===== src/shared/sup_pkg.sv =====
package sup_pkg;

	// ---------------------------------------------------------------
	// timebase
	// ---------------------------------------------------------------
	localparam int unsigned CLK_HZ      = 125_000_000;
	localparam int unsigned TICK_HZ     = 1_000_000;
	localparam int unsigned TICK_CYCLES = CLK_HZ / TICK_HZ;
	localparam int unsigned US_PER_MS   = 1000;
	localparam int          DIV_W       = 7;
	localparam logic [DIV_W-1:0] DIV_LAST = DIV_W'(TICK_CYCLES - 1);
	localparam logic [DIV_W-1:0] DIV_RST  = 7'h00;

	// ---------------------------------------------------------------
	// times, in their own units, and tick counts
	// ---------------------------------------------------------------
	localparam int unsigned RESET_HOLD_MS        = 140;
	localparam int unsigned HOLD_MIN_US          = 1400;
	localparam int unsigned HOLD_MAX_MS          = 1680;
	localparam int unsigned DEBOUNCE_MS          = 20;
	localparam int unsigned BUTTON_HOLD_DELAY_MS = 7000;
	// ticks per microsecond first, so the products stay inside 32 bits
	localparam int unsigned RESET_HOLD_TICKS =
		RESET_HOLD_MS * US_PER_MS * (TICK_HZ / 1_000_000);
	localparam int unsigned HOLD_MIN_TICKS   =
		HOLD_MIN_US * (TICK_HZ / 1_000_000);
	localparam int unsigned HOLD_MAX_TICKS   =
		HOLD_MAX_MS * US_PER_MS * (TICK_HZ / 1_000_000);
	localparam int unsigned DEBOUNCE_TICKS   =
		DEBOUNCE_MS * US_PER_MS * (TICK_HZ / 1_000_000);
	localparam int unsigned PRESS_TICKS      =
		BUTTON_HOLD_DELAY_MS * US_PER_MS * (TICK_HZ / 1_000_000);
	localparam int          CNT_W   = 24;
	localparam logic [CNT_W-1:0] CNT_RST = 24'h00_0000;

	// ---------------------------------------------------------------
	// pin vector layout
	// ---------------------------------------------------------------
	localparam int NUM_SUPPLY = 5;
	localparam int NUM_BUTTON = 2;
	localparam int PIN_W      = 16;
	localparam int P_MAN      = 0;
	localparam int P_BTN      = 1;
	localparam int P_NEED     = 3;
	localparam int P_LPM      = 5;
	localparam int P_LOW      = 6;
	localparam int P_MAIN     = 11;
	localparam int P_SEAL     = 12;
	localparam int P_WDF      = 13;
	localparam int P_WDM      = 14;
	localparam int P_CE       = 15;
	// active-low pins idle high, main supply counts as failed until seen
	localparam logic [PIN_W-1:0] PIN_RST = 16'h8807;

	typedef enum logic {
		ph_hold = 1'b0,
		ph_run  = 1'b1
	} phase_t;

	// keeps a requested pulse width inside the supported range
	function automatic int unsigned hold_limit(input int unsigned t);
		if (t < HOLD_MIN_TICKS)
			return HOLD_MIN_TICKS;
		if (t > HOLD_MAX_TICKS)
			return HOLD_MAX_TICKS;
		return t;
	endfunction

endpackage


===== src/shared/qual_if.sv =====
`timescale 1ns/1ps
interface qual_if;
	logic level;
	logic tick;
	logic held;
	modport owner (output level, output tick, input held);
	modport qual  (input level, input tick, output held);
endinterface


===== src/verilog/hold_qualifier.sv =====
`timescale 1ns/1ps
module hold_qualifier
	import sup_pkg::*;
#(
	parameter int unsigned TICKS = DEBOUNCE_TICKS
) (
	input wire logic sys_clk,
	input wire logic reset,
	qual_if.qual     q
);

	localparam logic [CNT_W-1:0] LAST = CNT_W'(TICKS - 1);

	typedef struct packed {
		logic [CNT_W-1:0] cnt;
		logic             held;
	} qstate_t;

	qstate_t r_q;
	qstate_t r_d;

	// any drop of the level restarts qualification, so bounce never
	// produces more than one rising edge on held
	always_comb begin
		r_d = r_q;
		if (!q.level) begin
			r_d.cnt  = CNT_RST;
			r_d.held = 1'b0;
		end else if (q.tick && !r_q.held) begin
			if (r_q.cnt == LAST) begin
				r_d.held = 1'b1;
			end else begin
				r_d.cnt = r_q.cnt + 1'b1;
			end
		end
	end

	always_ff @(posedge sys_clk or posedge reset) begin
		if (reset) begin
			r_q <= '0;
		end else begin
			r_q <= r_d;
		end
	end

	assign q.held = r_q.held;
endmodule


===== src/verilog/supervisor_reset_sequencer.sv =====
// Function
// - after power-up the reset output is asserted and held for one pulse width.
// - a supply-low indication holds reset and one full pulse width after it clears.
// - an active manual reset input asserts reset for at least one pulse width.
// - the manual reset input is debounced inside so one press gives one request.
// - the pulse width is a parameter clamped to 1.4 ms through 1680 ms.
// - in long-press mode short closures are ignored and only a long hold resets.
// - supply-low detection has no disable of any kind and is always active.
// - reset is active low by default and a build parameter makes it active high.
// - the memory enable is blocked as soon as a falling supply is seen.
// - a watchdog failure either reboots through reset or raises an interrupt.
// - any of five supply-low indications asserts the common reset.
// - a failed main supply selects the backup battery source.
// - all selected buttons must be held together; releasing any restarts the delay.
// - the memory enable passes while reset is off and is held inactive in reset.
// - an engaged battery seal keeps the battery off until the supply is next good.
`timescale 1ns/1ps
module supervisor_reset_sequencer
	import sup_pkg::*;
#(
	parameter int unsigned HOLD_TICKS       = RESET_HOLD_TICKS,
	parameter int unsigned DEB_TICKS        = DEBOUNCE_TICKS,
	parameter int unsigned HOLD_PRESS_TICKS = PRESS_TICKS,
	parameter int unsigned TICK_LEN         = TICK_CYCLES,
	parameter bit          RESET_ACT_HIGH   = 1'b0
) (
	input  wire logic                  sys_clk,
	input  wire logic                  reset,
	input  wire logic                  manual_reset_in_n,
	input  wire logic [NUM_BUTTON-1:0] button_n,
	input  wire logic [NUM_BUTTON-1:0] button_need,
	input  wire logic                  long_press_mode,
	input  wire logic [NUM_SUPPLY-1:0] supply_low_detect,
	input  wire logic                  main_supply_fail,
	input  wire logic                  seal_request,
	input  wire logic                  watchdog_fault,
	input  wire logic                  watchdog_irq_mode,
	input  wire logic                  mem_enable_in_n,
	output logic                       sys_reset_out,
	output logic                       mem_enable_out_n,
	output logic                       backup_select,
	output logic                       watchdog_irq
);

	localparam logic [CNT_W-1:0] HOLD_LAST =
		CNT_W'(hold_limit(HOLD_TICKS) - 1);
	localparam logic RST_ON  = RESET_ACT_HIGH;
	localparam logic RST_OFF = ~RESET_ACT_HIGH;
	// clock cycles per timebase tick, minus one
	localparam logic [DIV_W-1:0] TICK_LAST = DIV_W'(TICK_LEN - 1);

	typedef struct packed {
		logic [PIN_W-1:0] s1;
		logic [PIN_W-1:0] s2;
		logic [PIN_W-1:0] s3;
		logic [PIN_W-1:0] f;
		logic [DIV_W-1:0] div;
		logic             tick;
		phase_t           ph;
		logic [CNT_W-1:0] cnt;
		logic             man_prev;
		logic             lp_prev;
		logic             seal;
		logic             rst_out;
		logic             ce_out_n;
		logic             backup;
		logic             irq;
	} top_t;

	top_t r_q;
	top_t r_d;

	// ---------------------------------------------------------------
	// qualifiers
	// ---------------------------------------------------------------
	qual_if man_if ();
	qual_if lp_if ();

	logic [PIN_W-1:0]      pins;
	logic [NUM_BUTTON-1:0] need;
	logic [NUM_BUTTON-1:0] pressed;
	logic                  low_any;
	logic                  wd_rise;
	logic                  man_new;
	logic                  lp_new;
	logic                  req;
	logic [PIN_W-1:0]      f_nx;

	assign pins = {mem_enable_in_n, watchdog_irq_mode, watchdog_fault,
		seal_request, main_supply_fail, supply_low_detect,
		long_press_mode, button_need, button_n, manual_reset_in_n};

	assign need    = r_q.f[P_NEED +: NUM_BUTTON];
	assign pressed = ~r_q.f[P_BTN +: NUM_BUTTON];

	assign man_if.level = ~r_q.f[P_MAN];
	assign man_if.tick  = r_q.tick;
	// every selected button at once, and at least one selected
	assign lp_if.level  = r_q.f[P_LPM] && (need != '0) &&
		((pressed & need) == need);
	assign lp_if.tick   = r_q.tick;

	hold_qualifier #(
		.TICKS (DEB_TICKS)
	) u_man (
		.sys_clk (sys_clk),
		.reset   (reset),
		.q       (man_if.qual)
	);

	hold_qualifier #(
		.TICKS (HOLD_PRESS_TICKS)
	) u_lp (
		.sys_clk (sys_clk),
		.reset   (reset),
		.q       (lp_if.qual)
	);

	// ---------------------------------------------------------------
	// request merge
	// ---------------------------------------------------------------
	// no enable term exists on this path on purpose
	assign low_any = |r_q.f[P_LOW +: NUM_SUPPLY];
	// a bit changes only once the second and third stages agree
	assign f_nx    = (r_q.s2 & ~(r_q.s2 ^ r_q.s3)) |
		(r_q.f & (r_q.s2 ^ r_q.s3));
	assign wd_rise = f_nx[P_WDF] && !r_q.f[P_WDF];
	assign man_new = man_if.held && !r_q.man_prev;
	assign lp_new  = lp_if.held && !r_q.lp_prev;
	// manual and long-press requests stretch reset while still held
	assign req = low_any || man_if.held || lp_if.held ||
		(wd_rise && !r_q.f[P_WDM]);

	always_comb begin
		r_d          = r_q;
		r_d.s1       = pins;
		r_d.s2       = r_q.s1;
		r_d.s3       = r_q.s2;
		r_d.f        = f_nx;
		r_d.man_prev = man_if.held;
		r_d.lp_prev  = lp_if.held;
		r_d.tick     = 1'b0;
		if (r_q.div == TICK_LAST) begin
			r_d.div  = DIV_RST;
			r_d.tick = 1'b1;
		end else begin
			r_d.div  = r_q.div + 1'b1;
		end

		unique case (r_q.ph)
			ph_hold: begin
				if (req) begin
					r_d.cnt = CNT_RST;
				end else if (r_q.tick) begin
					if (r_q.cnt == HOLD_LAST) begin
						r_d.ph  = ph_run;
						r_d.cnt = CNT_RST;
					end else begin
						r_d.cnt = r_q.cnt + 1'b1;
					end
				end
			end
			ph_run: begin
				if (req) begin
					r_d.ph  = ph_hold;
					r_d.cnt = CNT_RST;
				end
			end
		endcase

		// the set wins over the clear when both land in one cycle
		if (r_d.f[P_SEAL] && !r_q.f[P_SEAL]) begin
			r_d.seal = 1'b1;
		end else if (r_q.f[P_MAIN] && !r_d.f[P_MAIN]) begin
			r_d.seal = 1'b0;
		end

		r_d.rst_out  = (r_d.ph == ph_hold) ? RST_ON : RST_OFF;
		// cuts on the filtered supply flag too, one cycle ahead of the phase
		r_d.ce_out_n = r_d.f[P_CE] || (r_d.ph == ph_hold) ||
			(|r_d.f[P_LOW +: NUM_SUPPLY]);
		r_d.backup   = r_d.f[P_MAIN] && !r_d.seal;
		r_d.irq      = wd_rise && r_q.f[P_WDM];
	end

	always_ff @(posedge sys_clk or posedge reset) begin
		if (reset) begin
			r_q          <= '0;
			r_q.s1       <= PIN_RST;
			r_q.s2       <= PIN_RST;
			r_q.s3       <= PIN_RST;
			r_q.f        <= PIN_RST;
			r_q.ph       <= ph_hold;
			r_q.seal     <= 1'b1;
			r_q.rst_out  <= RST_ON;
			r_q.ce_out_n <= 1'b1;
		end else begin
			r_q <= r_d;
		end
	end

	assign sys_reset_out    = r_q.rst_out;
	assign mem_enable_out_n = r_q.ce_out_n;
	assign backup_select    = r_q.backup;
	assign watchdog_irq     = r_q.irq;
endmodule

===== config.mk =====
export PLATFORM = sky130hd
export DESIGN_NAME = supervisor_reset_sequencer
export DESIGN_NICKNAME = d
export VERILOG_FILES = /design/src/shared/sup_pkg.sv /design/src/shared/qual_if.sv /design/src/verilog/hold_qualifier.sv /design/src/verilog/supervisor_reset_sequencer.sv
export SDC_FILE = /design/constraint.sdc
export NUM_CORES = 1
export LEC_CHECK = 0
export ABC_CLOCK_PERIOD_IN_PS = 10700
export BUFFER_PORTS_ARGS = -buffer_cell sky130_fd_sc_hd__buf_4
export CORE_UTILIZATION = 45
export CTS_CLUSTER_DIAMETER = 120
export DETAILED_ROUTE_END_ITERATION = 10
export REMOVE_ABC_BUFFERS = 1
export SETUP_SLACK_MARGIN = 0.5
export SLEW_MARGIN = 30
export SYNTH_ARGS = -nofsm -noshare
export SYNTH_HDL_FRONTEND = slang
export SYNTH_SLANG_ARGS = --single-unit

===== constraint.sdc =====
create_clock -name sys_clk -period 10.7 [get_ports sys_clk]
set_input_delay 1.605 -clock sys_clk [delete_from_list [all_inputs] [get_ports sys_clk]]
set_output_delay 1.605 -clock sys_clk [all_outputs]
set_load 0.005 [all_outputs]

==> metrics.txt <==
ys flop type dfrtp_1; final setup fails 0; # hold bufs at CTS 0; sequential area share after synthesis 0.593; vias per cell roughly 5.6; DP Area 0.00675 mm^2; Die Y 121 um; final hold vios 0; total wire length 12200 um; grt ovf 0; Wirelength per Cell 15.1 um; cell taking the most area after synthesis dfrtp_1; post-route ant nets 0; Cells after Synth 593; initial DRC count roughly 250; type of origin of the critical path register; WS Path Type register to primary output; Worst setup EP type primary output; Mapped Area 0.00641 mm^2; Placement Rows 43; IO Count 22; post-route cell area 0.00732 mm^2; Reg area 0.00381 mm^2; final net count 638; placed cells 776; DR vias approximately 4500; GR Util All Layers 0.189; Post-synth ARST share 1.00; CTS tree yes; clock latency on the worst-skew pair 420 ps; Worst Path Arrival 1040 ps; die width about 120 um; Post-synth EDFFs 0; Layout area overhead 14.2%; CP Buf/Inv Count 1; status complete, no violations; die area 0.0147 mm^2; flop and latch count out of synthesis 151; clock slew at reported path FFs around 70 ps; clk_skew around 9.2 ps; Worst Path Max Fanout 1; Slew Limit Fails 0; Initial Utilization 0.462; first-pass GRT wire length 21500 um; most frequent cells in the layout dfrtp_1 (129), nand2_1 (53), nor2_1 (44); Slew HR 0.440; share of cells above drive strength 1 0.137; IO buf count 21; initial antenna violation count 0; multi-input gate area in the final layout 0.00248 mm^2; Tot Pwr roughly 1.2 mW; Min Hold Slack 348 ps; core footprint 0.0139 mm^2; Synth Area per Inst roughly 11 um^2; Required @ worst endpoint about 9100 ps; root buffer cell clkbuf_16; vias in the first global route around 4500; top cell type's share of synthesized area 0.503; worst ir drop on vdd 0.125 mV; Post-Layout Cell Count between 800 and 900; crit path cell chain buf_4; slew of the pin with the lowest slew margin 833 ps; crit path time final 2640 ps; crit-path max cell delay 520 ps; cells on worst reg2reg path 6; power per cell area 166 mW/mm^2; GPL Wtd Cong slightly above 0.8; Worst Hold Class register to register; ranking of synthesized cells by area dfrtp_1 (50%), dfstp_2 (9.0%), nand2_1 (3.1%); CTS Sinks 151; Max Cap Viol 0; Setup TNS 0 ps; CP max stage cell dfstp_2; largest net degree at the start of global routing 80; Resized Gates After CTS 0; Residual DRC 0; Top delay family on crit path flip-flops; most common cell after layout, fill and taps aside dfrtp_1; fin crit share 0.247; n_diodes 0; leakage 2.88 nW; Fill cells 1231; drt first pass iters 4; post-CTS setup buffer count 0; HPWL Detailed between 7000 and 8000 um; Num CTS Buffers 17; RSZ-0062 raised after global routing false; Yosys warnings 0; H-tree levels 4; CTS Buffer Depth 2; Netlist cell types about 50; Hold Path Cell Cnt 0; Max Clock Freq about 0.38 GHz; Stages on worst setup path 1
-- through the flow --
stage               setup slack [ps]   util
floorplan                       5070      -
global placement                7470  0.485
detailed placement              7790  0.486
CTS                             8030  0.527
global route                    8030  0.527
finish                          8060  0.527
-- routing by layer --
layer,part of all wire,vias up,GRT usage
met4,0.016,0,0.0818
met1,0.48,2242,0.254
met3,0.029,14,0.0432
met5,0,-,0
li1,-,2194,-
met2,0.48,54,0.294
-- worst register-to-register path: stages, from the launching register on --
cell     delay, ps
dfrtp_1        380
ha_1           250
and4_4         270
nand3_1         70
or4_1          670
or4_1          530
a21oi_1        150
-- state kept, by name (all words and copies together) (netlist names), 24 cells and up, named ones only --
name       flops
u_man.r_q     24
r_d           32
u_lp.r_q      24
r_q           58
-- power by group --
| group | internal [mW] | switching [mW] | leakage (nW) |
|---|---|---|---|
| Clock | 0.327 | 0.251 | 0.268 |
| Combinational | 0.0129 | 0.0214 | 0.692 |
| Sequential | 0.592 | 0.0118 | 1.92 |
-- final timing paths --
kind	startpoint	end	slack, ps
setup / recovery	mem_enable_out_n	mem_enable_out_n	8060
setup reg to reg	u_man.r_q[1]	u_man.r_q[23]	8300
max in group asynchronous	reset	u_man.r_q[15]	8310
min in group asynchronous	reset	r_d[84]	1260
hold reg to reg	r_d[79]	r_d[63]	350
hold / removal	r_d[79]	r_d[63]	350
-- Yosys cell counts, drive strengths merged, types with 8 or more instances --
cell / count
nor2: 45
xnor2: 15
a21oi: 32
or3: 24
or4: 15
clkbuf: 14
inv: 14
nand4: 22
nor3: 8
o21ai: 32
o31ai: 10
nand2: 53
nand3: 35
maj3: 15
dfrtp: 129
xor2: 13
nor4: 21
dfstp: 22
-- cell families (layout without fill, tap and decap cells) --
logic type               count (synthesis)  in the layout  synth area share
AO/OA/AOI/OAI                           94             94            0.0872
AND/OR/NAND/NOR                        259            259             0.216
multiplexers                             6              6           0.00936
flip-flops                             151            151             0.593
XOR/XNOR                                28             28            0.0382
adder cells (fa/ha/maj)                 20             20            0.0332
buffers and inverters                   35             70            0.0222
-- layout make-up --
cell class / count / share of cell area
clock buffer: 19 / 0.0591
clock inverter: 13 / 0.0183
inverter: 14 / 0.00786
multi-input combinational: 407 / 0.339
sequential: 151 / 0.520
tap: 180 / 0.0308
timing repair buffer: 24 / 0.0251
Power figures use the tool's default switching activity.
